**config.mk**
```make
export PLATFORM = sky130hd
export DESIGN_NAME = pcl_top
export DESIGN_NICKNAME = d
export VERILOG_FILES = /design/src/rtl/pcl_pkg.sv /design/src/rtl/pcl_port.sv /design/src/rtl/pcl_top.sv
export SDC_FILE = /design/constraint.sdc
export NUM_CORES = 1
export LEC_CHECK = 0
export ABC_AREA = 1
export CAP_MARGIN = 0
export CELL_PAD_IN_SITES_DETAIL_PLACEMENT = 1
export CELL_PAD_IN_SITES_GLOBAL_PLACEMENT = 2
export CORE_MARGIN = 3
export CORE_UTILIZATION = 40
export DETAILED_ROUTE_END_ITERATION = 8
export DONT_BUFFER_PORTS = 1
export GPL_TIMING_DRIVEN = 0
export HOLD_SLACK_MARGIN = 0.03
export PLACE_DENSITY = 0.83
export SYNTH_ARGS = -nofsm -noshare
export SYNTH_HDL_FRONTEND = slang
export SYNTH_SLANG_ARGS = --single-unit
```
**constraint.sdc**
```tcl
create_clock -name ref_clk -period 2.8 [get_ports ref_clk]
set_input_delay 0.84 -clock ref_clk [delete_from_list [all_inputs] [get_ports ref_clk]]
set_output_delay 0.84 -clock ref_clk [all_outputs]
set_load 0.02 [all_outputs]
```
**src/rtl/pcl_pkg.sv**
```systemverilog
// Package: register map, control field positions, reset values and bus carriers for the control-line block
package pcl_pkg;
  // Register select codes on the 2-bit select lines
  localparam logic [1:0] SEL_PORT_A_DATA = 2'h0;
  localparam logic [1:0] SEL_PORT_A_CTRL = 2'h1;
  localparam logic [1:0] SEL_PORT_B_DATA = 2'h2;
  localparam logic [1:0] SEL_PORT_B_CTRL = 2'h3;

  // Control register field positions
  localparam int CTL_IN_IRQ_EN = 0;
  localparam int CTL_IN_EDGE = 1;
  localparam int CTL_DATA_SEL = 2;
  localparam int CTL_IO_B3 = 3;
  localparam int CTL_IO_B4 = 4;
  localparam int CTL_IO_OUT = 5;
  localparam int CTL_IO_FLAG = 6;
  localparam int CTL_IN_FLAG = 7;
  localparam int CTL_WR_LSB = 0;
  localparam int CTL_WR_MSB = 5;

  localparam logic [5:0] CTL_RESET = 6'h00;
  localparam logic [7:0] DATA_RESET = 8'h00;

  // Host bus request, sampled on the processor clock
  typedef struct packed {
    logic sel;
    logic rd;
    logic wr;
    logic [1:0] rs;
    logic [7:0] wdata;
  } pcl_bus_s;

  // Decoded per-port access strobes
  typedef struct packed {
    logic data_rd;
    logic data_wr;
    logic ctrl_wr;
  } pcl_acc_s;
endpackage

```
**src/rtl/pcl_port.sv**
```systemverilog
// One port's control register, interrupt flags and control-line logic
`timescale 1ns/1ns
module pcl_port #(
  parameter bit WRITE_HANDSHAKE = 1'b0
) (
  // Clock and reset
  input wire logic ref_clk,
  input wire logic rst_n,
  // Register access
  input wire pcl_pkg::pcl_acc_s acc,
  input wire logic [7:0] wdata,
  output logic [7:0] ctrl_rdata,
  // Synchronised control lines
  input wire logic in_sync,
  input wire logic io_sync,
  // Line outputs
  output logic io_out,
  output logic io_oe,
  output logic irq_n
);

  logic [5:0] ctrl_r;
  logic in_flag_r;
  logic io_flag_r;
  logic in_prev_r;
  logic io_prev_r;
  logic hs_r;
  logic pulse_r;
  logic in_edge;
  logic io_edge;
  logic io_is_out;
  logic trigger;

  //////////////////////////////////////////////////////////////////////////////
  // Edge detection on consecutive samples; held high in reset to match the idle level of the lines
  always_ff @(posedge ref_clk or negedge rst_n) begin
    if (!rst_n) begin
      in_prev_r <= 1'b1;
      io_prev_r <= 1'b1;
    end else begin
      in_prev_r <= in_sync;
      io_prev_r <= io_sync;
    end
  end

  assign in_edge = ctrl_r[pcl_pkg::CTL_IN_EDGE] ? (in_sync & ~in_prev_r) : (~in_sync & in_prev_r);
  assign io_is_out = ctrl_r[pcl_pkg::CTL_IO_OUT];
  assign io_edge = !io_is_out &&
                   (ctrl_r[pcl_pkg::CTL_IO_B4] ? (io_sync & ~io_prev_r) : (~io_sync & io_prev_r));
  // Port B keys output modes off data writes, port A off data reads
  assign trigger = WRITE_HANDSHAKE ? acc.data_wr : acc.data_rd;

  //////////////////////////////////////////////////////////////////////////////
  // Control register, writable bits 5..0
  always_ff @(posedge ref_clk or negedge rst_n) begin
    if (!rst_n) begin
      ctrl_r <= pcl_pkg::CTL_RESET;
    end else if (acc.ctrl_wr) begin
      ctrl_r <= wdata[pcl_pkg::CTL_WR_MSB:pcl_pkg::CTL_WR_LSB];
    end
  end

  //////////////////////////////////////////////////////////////////////////////
  // Flags: set regardless of enable; an edge in the clearing cycle wins
  always_ff @(posedge ref_clk or negedge rst_n) begin
    if (!rst_n) begin
      in_flag_r <= 1'b0;
    end else if (in_edge) begin
      in_flag_r <= 1'b1; // see R3
    end else if (acc.data_rd) begin
      in_flag_r <= 1'b0;
    end
  end

  always_ff @(posedge ref_clk or negedge rst_n) begin
    if (!rst_n) begin
      io_flag_r <= 1'b0;
    end else if (io_edge) begin
      io_flag_r <= 1'b1; // see R5
    end else if (acc.data_rd || io_is_out) begin
      io_flag_r <= 1'b0;
    end
  end

  //////////////////////////////////////////////////////////////////////////////
  // Output modes of the second line
  always_ff @(posedge ref_clk or negedge rst_n) begin
    if (!rst_n) begin
      hs_r <= 1'b1;
    end else if (trigger) begin
      hs_r <= 1'b0; // see R9
    end else if (in_edge) begin
      hs_r <= 1'b1; // see R9
    end
  end

  // Pulse is one clock low after the access, since the access strobe is itself one cycle
  always_ff @(posedge ref_clk or negedge rst_n) begin
    if (!rst_n) begin
      pulse_r <= 1'b1;
    end else begin
      pulse_r <= ~trigger; // see R10
    end
  end

  always_ff @(posedge ref_clk or negedge rst_n) begin
    if (!rst_n) begin
      io_out <= 1'b1;
      io_oe <= 1'b0;
    end else begin
      io_oe <= io_is_out;
      if (!io_is_out) begin
        io_out <= 1'b1;
      end else if (ctrl_r[pcl_pkg::CTL_IO_B4]) begin
        io_out <= ctrl_r[pcl_pkg::CTL_IO_B3];
      end else if (ctrl_r[pcl_pkg::CTL_IO_B3]) begin
        io_out <= ~trigger; // see R10
      end else if (trigger) begin
        io_out <= 1'b0;
      end else begin
        io_out <= in_edge | hs_r;
      end
    end
  end

  //////////////////////////////////////////////////////////////////////////////
  // Interrupt output, registered
  always_ff @(posedge ref_clk or negedge rst_n) begin
    if (!rst_n) begin
      irq_n <= 1'b1;
    end else begin
      irq_n <= ~((in_flag_r & ctrl_r[pcl_pkg::CTL_IN_IRQ_EN]) |
                 (io_flag_r & ~io_is_out & ctrl_r[pcl_pkg::CTL_IO_B3])); // see R4
    end
  end

  assign ctrl_rdata = {in_flag_r, io_flag_r, ctrl_r};

endmodule

```
**src/rtl/pcl_top.sv**
```systemverilog
// Control-line and interrupt logic of a two-port interface adapter, with host register access
`timescale 1ns/1ns
// Notes on behaviour
// First control line of each port is only an interrupt input, never driven.
// Port B input flag bit 7 sets on its first line's active transition.
// Flag bit 7 sets on an active edge regardless of enable bit 0.
// Interrupt output low while bit 7 and enable bit 0 are both set.
// Bit 5 low makes second line an input; bit 4 picks edge; sets bit 6.
// In input mode, interrupt low when bit 6 set and bit 3 set.
// Port B second line input modes mirror port A exactly.
// Port B output modes key off data writes instead of reads.
// Port A handshake: high on first-line edge, low on data read.
// Port A pulse mode: one cycle low after each data read.
// Port B handshake: low on data write, high on first-line edge.
// Port B pulse mode: one cycle low after each data write.
// Two separate interrupt outputs, one per port.
// First line edge negative when bit 1 is 0, positive when 1.
// Bits 5 and 4 set make second line a manual output following bit 3.
// Reading a port's data register clears both its flags.
// Inputs sampled on the clock; edges from consecutive samples; pulses in clocks.
// Peripheral holds each control-line level at least one full clock; the input filter here needs each level sampled on two consecutive clocks.
module pcl_top (
  // Clock and reset
  input wire logic ref_clk,
  input wire logic rst_n,
  // Host bus
  input wire logic [2:0] chip_select_lines,
  input wire logic [1:0] register_select_lines,
  input wire logic rd_wr,
  input wire logic [7:0] data_in,
  output logic [7:0] data_out,
  output logic data_oe,
  // Port data registers towards the data-port logic
  input wire logic [7:0] port_a_in,
  input wire logic [7:0] port_b_in,
  output logic [7:0] port_a_out_reg,
  output logic [7:0] port_b_out_reg,
  // Control lines
  input wire logic port_a_ctl_in,
  input wire logic port_b_ctl_in,
  input wire logic port_a_ctl_io_i,
  output logic port_a_ctl_io_o,
  output logic port_a_ctl_io_oe,
  input wire logic port_b_ctl_io_i,
  output logic port_b_ctl_io_o,
  output logic port_b_ctl_io_oe,
  // Interrupts
  output logic port_a_irq_n,
  output logic port_b_irq_n
);

  logic [2:0] sync_a_in_r;
  logic [2:0] sync_b_in_r;
  logic [2:0] sync_a_io_r;
  logic [2:0] sync_b_io_r;
  logic a_in_q;
  logic b_in_q;
  logic a_io_q;
  logic b_io_q;
  logic sel_prev_r;
  pcl_pkg::pcl_bus_s bus;
  pcl_pkg::pcl_acc_s acc_a;
  pcl_pkg::pcl_acc_s acc_b;
  logic [7:0] ctrl_a_rdata;
  logic [7:0] ctrl_b_rdata;
  logic [7:0] rdata_nxt;

  //////////////////////////////////////////////////////////////////////////////
  // Three-stage pin synchronisers; a level counts once stages two and three agree
  // Lines idle high, so stages reset high: a release then shows no false rising edge
  always_ff @(posedge ref_clk or negedge rst_n) begin
    if (!rst_n) begin
      sync_a_in_r <= 3'h7;
      sync_b_in_r <= 3'h7;
      sync_a_io_r <= 3'h7;
      sync_b_io_r <= 3'h7;
    end else begin
      sync_a_in_r <= {sync_a_in_r[1:0], port_a_ctl_in}; // see R1
      sync_b_in_r <= {sync_b_in_r[1:0], port_b_ctl_in};
      sync_a_io_r <= {sync_a_io_r[1:0], port_a_ctl_io_i};
      sync_b_io_r <= {sync_b_io_r[1:0], port_b_ctl_io_i};
    end
  end

  // Filtered levels hold until stages agree; relies on each level being sampled on two consecutive clocks
  always_ff @(posedge ref_clk or negedge rst_n) begin
    if (!rst_n) begin
      a_in_q <= 1'b1;
      b_in_q <= 1'b1;
      a_io_q <= 1'b1;
      b_io_q <= 1'b1;
    end else begin
      if (sync_a_in_r[1] == sync_a_in_r[2]) a_in_q <= sync_a_in_r[2];
      if (sync_b_in_r[1] == sync_b_in_r[2]) b_in_q <= sync_b_in_r[2];
      if (sync_a_io_r[1] == sync_a_io_r[2]) a_io_q <= sync_a_io_r[2];
      if (sync_b_io_r[1] == sync_b_io_r[2]) b_io_q <= sync_b_io_r[2];
    end
  end

  //////////////////////////////////////////////////////////////////////////////
  // Bus decode: one access per select assertion, so a held select acts once
  assign bus.sel = chip_select_lines[0] & chip_select_lines[1] & ~chip_select_lines[2];
  assign bus.rd = bus.sel & ~sel_prev_r & rd_wr;
  assign bus.wr = bus.sel & ~sel_prev_r & ~rd_wr;
  assign bus.rs = register_select_lines;
  assign bus.wdata = data_in;

  always_ff @(posedge ref_clk or negedge rst_n) begin
    if (!rst_n) begin
      sel_prev_r <= 1'b0;
    end else begin
      sel_prev_r <= bus.sel;
    end
  end

  assign acc_a.data_rd = bus.rd && bus.rs == pcl_pkg::SEL_PORT_A_DATA;
  assign acc_a.data_wr = bus.wr && bus.rs == pcl_pkg::SEL_PORT_A_DATA;
  assign acc_a.ctrl_wr = bus.wr && bus.rs == pcl_pkg::SEL_PORT_A_CTRL;
  assign acc_b.data_rd = bus.rd && bus.rs == pcl_pkg::SEL_PORT_B_DATA;
  assign acc_b.data_wr = bus.wr && bus.rs == pcl_pkg::SEL_PORT_B_DATA;
  assign acc_b.ctrl_wr = bus.wr && bus.rs == pcl_pkg::SEL_PORT_B_CTRL;

  //////////////////////////////////////////////////////////////////////////////
  // Output data registers
  always_ff @(posedge ref_clk or negedge rst_n) begin
    if (!rst_n) begin
      port_a_out_reg <= pcl_pkg::DATA_RESET;
      port_b_out_reg <= pcl_pkg::DATA_RESET;
    end else begin
      if (acc_a.data_wr) port_a_out_reg <= bus.wdata;
      if (acc_b.data_wr) port_b_out_reg <= bus.wdata;
    end
  end

  //////////////////////////////////////////////////////////////////////////////
  // Read data, registered and held until the next read
  always_comb begin
    unique case (bus.rs)
      pcl_pkg::SEL_PORT_A_DATA: rdata_nxt = port_a_in;
      pcl_pkg::SEL_PORT_A_CTRL: rdata_nxt = ctrl_a_rdata;
      pcl_pkg::SEL_PORT_B_DATA: rdata_nxt = port_b_in;
      pcl_pkg::SEL_PORT_B_CTRL: rdata_nxt = ctrl_b_rdata;
    endcase
  end

  always_ff @(posedge ref_clk or negedge rst_n) begin
    if (!rst_n) begin
      data_out <= pcl_pkg::DATA_RESET;
      data_oe <= 1'b0;
    end else begin
      if (bus.rd) data_out <= rdata_nxt;
      data_oe <= bus.sel & rd_wr;
    end
  end

  //////////////////////////////////////////////////////////////////////////////
  // The two ports
  pcl_port #(
    .WRITE_HANDSHAKE(1'b0)
  ) u_port_a (
    .ref_clk(ref_clk),
    .rst_n(rst_n),
    .acc(acc_a),
    .wdata(bus.wdata),
    .ctrl_rdata(ctrl_a_rdata),
    .in_sync(a_in_q),
    .io_sync(a_io_q),
    .io_out(port_a_ctl_io_o),
    .io_oe(port_a_ctl_io_oe),
    .irq_n(port_a_irq_n)
  );

  pcl_port #(
    .WRITE_HANDSHAKE(1'b1)
  ) u_port_b (
    .ref_clk(ref_clk),
    .rst_n(rst_n),
    .acc(acc_b),
    .wdata(bus.wdata),
    .ctrl_rdata(ctrl_b_rdata),
    .in_sync(b_in_q),
    .io_sync(b_io_q),
    .io_out(port_b_ctl_io_o),
    .io_oe(port_b_ctl_io_oe),
    .irq_n(port_b_irq_n)
  ); // see R2 see R7 see R8

endmodule

```
Word-level counts from Yosys, hierarchy flattened
Cells that the tools add are included.

cells by class
  multiply operators = 0
  reduce and logical (&&, ||, !) cells = 18
  shift operators = 0
  multiplexer cells = 25
  div/mod/pow operators = 0
  order comparisons = 0
  add/subtract/negate cells = 0
  eq/ne operators = 7
  bitwise operators = 41

operator list
  operator                                                               number
  8-bit case mux with 4 select lines                                     1
  1-bit 2-to-1 mux                                                       24
  1-bit bitwise AND                                                      20
  1-bit inverter                                                         17
  2-bit nonzero test                                                     5
  1-bit logical AND                                                      8
  1-bit equality test                                                    4
  2-bit equality test, second input constant                             2
  1-bit bitwise OR                                                       4
  2-bit by 1-bit equality test with 1-bit output, second input constant  1
  1-bit logical NOT                                                      2
  2-bit logical NOT                                                      1
  1-bit logical OR                                                       2

word-level totals
  bits in writable memories = 0
  memories = 0
  input port bits = 36
  bits in latches = 0
  ROM bits = 0
  bits in registers = 70
  logic and storage cells = 122

Logic depth before layout (Yosys ltp)
  depth after elaboration = 9
  mapped depth = 7

By module
A second synthesis with hierarchy kept.

second synthesis, totals
  cell total of the unflattened synthesis = 299
  area total of the unflattened synthesis = 2954.1 um^2

modules (own cells, without submodules)
  module               cells each  times used  area an instance (um^2)  seq. area each (um^2)
  pcl_top              187         1           1804.2                   1071.0
  pcl_port (u_port_b)  56          1           576.8                    356.6
  pcl_port (u_port_a)  56          1           573.0                    356.6

Least setup slack after synthesis
OpenSTA, ideal clock, no wires.

  path kind = input to register
  from = input port chip_select_lines[0]
  to = register port_a_out_reg[5]
  path buffers = 1
  arrival = 1.550 ns
  slack = 1.131 ns
  library setup time = 0.119 ns
  required time = 2.681 ns
  cell stages on the path = 7
  cell sequence = nand2_2 -> nor2_8 -> nand2_4 -> nor2_8 -> buf_8 -> nand2_1 -> o21a_1

RTL lines
  what                    RTL line        text
  start: declaration      pcl_top.sv:27   input wire logic [2:0] chip_select_lines,
  end signal: assignment  pcl_top.sv:127  port_a_out_reg <= pcl_pkg::DATA_RESET;
  end signal: assignment  pcl_top.sv:130  if (acc_a.data_wr) port_a_out_reg <= bus.wdata;
  end: declaration        pcl_top.sv:36   output logic [7:0] port_a_out_reg,

Worst setup path in the final report
  from = register u_port_b.io_out
  to = output port port_b_ctl_io_o

RTL lines
  what                      RTL line         text
  start: declaration        pcl_port.sv:17   output logic io_out,
  start signal: assignment  pcl_port.sv:115  io_out <= ctrl_r[pcl_pkg::CTL_IO_B3];
  start signal: assignment  pcl_port.sv:117  io_out <= ~trigger;
  start signal: assignment  pcl_port.sv:121  io_out <= in_edge | hs_r;
  end: declaration          pcl_top.sv:45    output logic port_b_ctl_io_o,

No word-level cell between the ends.

==> impl_metrics.prom <==
# TYPE chip_impl_metric gauge
chip_impl_info{name="result_of_the_run",value="completed"} 1
chip_impl_metric{name="fillers",unit=""} 798
chip_impl_metric{name="synthesis.area_per_instance",unit="um^2"} 10.20
chip_impl_info{name="layout_common_cells",value="87 x nand2_1, 44 x dfrtp_1, 35 x inv_1, 26 x dfstp_2, 16 x nand3_1"} 1
chip_impl_metric{name="synth_cell_types",unit=""} 28
chip_impl_metric{name="share_seq_of_total_power",unit=""} 0.559
chip_impl_info{name="rsz0062_at_grt",value="false"} 1
chip_impl_info{name="clockRootBuffer",value="clkbuf_8"} 1
chip_impl_metric{name="drt_drc_violations_left",unit=""} 0
chip_impl_metric{name="cts_buffers",unit=""} 9
chip_impl_metric{name="synth_enable_flop_cells",unit=""} 0
chip_impl_metric{name="final_weighted_congestion_of_routability_driven_global_placement",unit=""} 0.7637
chip_impl_metric{name="grt.total_usage",unit=""} 0.1678
chip_impl_metric{name="asyncSetResetFlopFracSynth",unit=""} 1.000
chip_impl_metric{name="insertedDiodeCount",unit=""} 0
chip_impl_metric{name="drt_first_iter_violations",unit=""} 75
chip_impl_metric{name="power.density_cell_area",unit="mW/mm^2"} 800.5
chip_impl_metric{name="die_h",unit="um"} 91.70
chip_impl_metric{name="syn_nets",unit=""} 324
chip_impl_info{name="largest_area_contributor_in_the_synthesized_netlist",value="dfrtp_1"} 1
chip_impl_metric{name="final_hold_viol_count",unit=""} 0
chip_impl_metric{name="grt_pass1_wl",unit="mm"} 10.92
chip_impl_metric{name="finalNonFillerCells",unit=""} 400
chip_impl_info{name="worst_setup_path_start_kind",value="flop"} 1
chip_impl_metric{name="multiInputGateArea",unit="um^2"} 960.9
chip_impl_metric{name="setup_slack_of_the_worst_register_to_register_path",unit="ps"} 1450
chip_impl_metric{name="grt_remaining_overflow",unit=""} 0
chip_impl_info{name="worst-setup-path-type",value="reg2out"} 1
chip_impl_metric{name="cell_count_after_synthesis",unit=""} 288
chip_impl_metric{name="number_of_global_route_vias_before_repair",unit=""} 2129
chip_impl_metric{name="cts.hold.buffers_added",unit=""} 0
chip_impl_metric{name="synth_area",unit="mm^2"} 0.002938
chip_impl_metric{name="detailed_place_hpwl",unit="mm"} 4.725
chip_impl_metric{name="post-place-cells",unit=""} 384
chip_impl_metric{name="share_of_synthesized_cell_area_in_full_adder_half_adder_and_majority_cells",unit=""} 0.01363
chip_impl_info{name="endpoint_kind",value="primary output"} 1
chip_impl_metric{name="setup_skew_after_layout",unit="ps"} 7.776
chip_impl_metric{name="routed_wl",unit="mm"} 6.560
chip_impl_metric{name="antenna_found_initial",unit=""} 0
chip_impl_metric{name="timing.final.max_slew_violations",unit=""} 0
chip_impl_metric{name="share_clk_of_total_power",unit=""} 0.342
chip_impl_metric{name="grt_start_max_net_pins",unit=""} 71
chip_impl_metric{name="power.ir.vdd_worst",unit="V"} 0.0003763
chip_impl_metric{name="design_power_total",unit="mW"} 2.633
chip_impl_metric{name="fin_area",unit="mm^2"} 0.003289
chip_impl_metric{name="synth-xor-area-share",unit=""} 0
chip_impl_metric{name="path_depth",unit=""} 0
chip_impl_metric{name="fmax",unit="MHz"} 563.6
chip_impl_metric{name="tns",unit="ps"} 0
chip_impl_metric{name="critPathArrivalTime",unit="ps"} 930
chip_impl_metric{name="area_growth",unit="%"} 11.97
chip_impl_metric{name="worst-path-max-fanout",unit=""} 1
chip_impl_metric{name="internal_power",unit="mW"} 1.840
chip_impl_metric{name="post_synth_and_or_nand_nor_area_fraction",unit=""} 0.2181
chip_impl_metric{name="detailedRoute.firstPassIterationCount",unit=""} 4
chip_impl_metric{name="placementRows",unit=""} 30
chip_impl_metric{name="dr_total_vias",unit=""} 1985
chip_impl_metric{name="synth-compound-area-share",unit=""} 0.09540
chip_impl_metric{name="slew-limit-headroom",unit=""} 0.8052
chip_impl_metric{name="footprint_of_the_flip_flops_and_latches",unit="mm^2"} 0.001784
chip_impl_metric{name="routed_wire_length_per_instance",unit="um"} 16.40
chip_impl_metric{name="die-area",unit="mm^2"} 0.008409
chip_impl_metric{name="cp_data_required_time",unit="ps"} 1960
chip_impl_metric{name="place.port_buffers",unit=""} 0
chip_impl_metric{name="clock_tree.htree_level_count",unit=""} 3
chip_impl_metric{name="tightestPinTransition",unit="ps"} 291.9
chip_impl_metric{name="worst_skew_pair.late_latency",unit="ps"} 350
chip_impl_info{name="r2r_end",value="port_a_out_reg[5]$_DFFE_PN0P_"} 1
chip_impl_metric{name="max-clock-path-buffers",unit=""} 2
chip_impl_metric{name="period_share",unit=""} 0.6337
chip_impl_metric{name="placed_cell_area",unit="mm^2"} 0.003058
chip_impl_metric{name="clock_input_transition_at_the_sequential_cells_of_the_worst_setup_and_hold_paths",unit="ps"} 80
chip_impl_metric{name="synth_seq_area_share",unit=""} 0.6073
chip_impl_metric{name="cts_resized",unit=""} 0
chip_impl_metric{name="core",unit="mm^2"} 0.006944
chip_impl_metric{name="max_cap_violation_count",unit=""} 0
chip_impl_metric{name="period_needed",unit="ps"} 1774
chip_impl_metric{name="synth_mux_area_frac",unit=""} 0
chip_impl_metric{name="initial_utilization",unit=""} 0.4231
chip_impl_metric{name="vias_per_cell",unit=""} 4.963
chip_impl_metric{name="fin_worst_hold_slack",unit="ps"} 180.2
chip_impl_metric{name="setup_viol_count_final",unit=""} 0
chip_impl_info{name="hold_path_class",value="in2async"} 1
chip_impl_metric{name="power.switching",unit="mW"} 0.7930
chip_impl_metric{name="total_leakage_power",unit="nW"} 1.557
chip_impl_info{name="clock_tree_from_tritoncts",value="done"} 1
chip_impl_info{name="main_combinational_cell_family_by_area_after_synthesis",value="simple AND/OR/NAND/NOR gates"} 1
chip_impl_metric{name="die_x",unit="um"} 91.70
chip_impl_metric{name="p_sw_frac",unit=""} 0.3012
chip_impl_info{name="r2r-start",value="sel_prev_r$_DFF_PN0_"} 1
chip_impl_metric{name="logic_depth_of_the_worst_register_to_register_path",unit=""} 6
chip_impl_metric{name="cts_setup_buffers",unit=""} 0
chip_impl_info{name="mostFrequentLayoutCell",value="nand2_1"} 1
chip_impl_metric{name="fraction_of_final_layout_cells_with_drive_strength_greater_than_1",unit=""} 0.2303
chip_impl_metric{name="netlist.area_leader.share",unit=""} 0.3748
chip_impl_info{name="post_synth_main_area_contributors",value="dfrtp_1 37%, dfstp_2 23%, nand2_1 11%, inv_1 4.5%, o21a_1 3.3%"} 1
chip_impl_metric{name="finish.net_count",unit=""} 335
chip_impl_metric{name="ioPinCount",unit=""} 67
chip_impl_metric{name="ys_warn_count",unit=""} 0
chip_impl_info{name="ys_dominant_reg_cell",value="dfrtp_1"} 1
chip_impl_metric{name="cts_num_sinks",unit=""} 70
chip_impl_metric{name="route.antenna.remaining_nets",unit=""} 0
chip_impl_metric{name="synth.ff_latch_count",unit=""} 70
chip_impl_metric{name="comb_power_share",unit=""} 0.099
## Yosys cell counts, types with 4 or more instances
cell,instances
nand2_1,87
dfrtp_1,44
inv_1,35
dfstp_2,26
nand3_1,16
o21a_1,13
o21ai_0,9
o21ai_2,8
nand4_1,7
nor2_1,6
o21bai_1,5
maj3_1,4
## per-layer routing
metal	part of all wire	GRT usage	wire (um)	vias up
li1	-	-	-	944
met1	0.45	0.2214	2960	969
met2	0.46	0.2514	2986	61
met3	0.073	0.05086	477	11
met4	0.021	0.08168	136	0
met5	0	0	0	-
## logic make-up (layout without fill, tap and decap cells)
logic type	Yosys count	count (layout)
simple gates	133	133
flops	70	70
buf+inv	42	58
compound gates	39	39
fa+ha+maj	4	4
## power by group through the flow
| stage | Sequential [mW] | Clock, mW | Combinational, mW |
|---|---|---|---|
| 5_1_grt | 1.50 | 0.968 | 0.299 |
| 3_3_place_gp | 1.49 | 0 | 0.252 |
| 4_1_cts | 1.48 | 0.921 | 0.265 |
| 2_1_floorplan | 1.44 | 0 | 0.215 |
| 6_report | 1.47 | 0.901 | 0.260 |
| 3_5_place_dp | 1.50 | 0 | 0.260 |
## layout make-up
class,instances,share of cell area
buffer,6,0.01750
clock buffer,13,0.06466
clock inverter,3,0.005706
inverter,36,0.04108
multi-input combinational,176,0.2921
sequential,70,0.5424
tap,96,0.03652
## how the worst max path moves through the flow
stage | end | start
6_report | port_b_ctl_io_o | u_port_b.io_out$_DFF_PN1_
5_1_grt | port_b_ctl_io_o | u_port_b.io_out$_DFF_PN1_
4_1_cts | port_b_ctl_io_o | u_port_b.io_out$_DFF_PN1_
3_5_place_dp | port_a_out_reg[5]$_DFFE_PN0P_ | register_select_lines[1]
3_3_place_gp | port_a_out_reg[5]$_DFFE_PN0P_ | register_select_lines[1]
2_1_floorplan | port_a_out_reg[5]$_DFFE_PN0P_ | chip_select_lines[0]
## through the flow
stage | setup slack [ps] | utilization
after floorplan | 1131 | -
after CTS | 1001 | 0.4737
after global routing | 1003 | 0.4737
final | 1026 | 0.4737
after detailed placement | 925.4 | 0.4404
after global placement | 935.5 | 0.4404
Note: power is estimated with default switching activity, not from simulation.
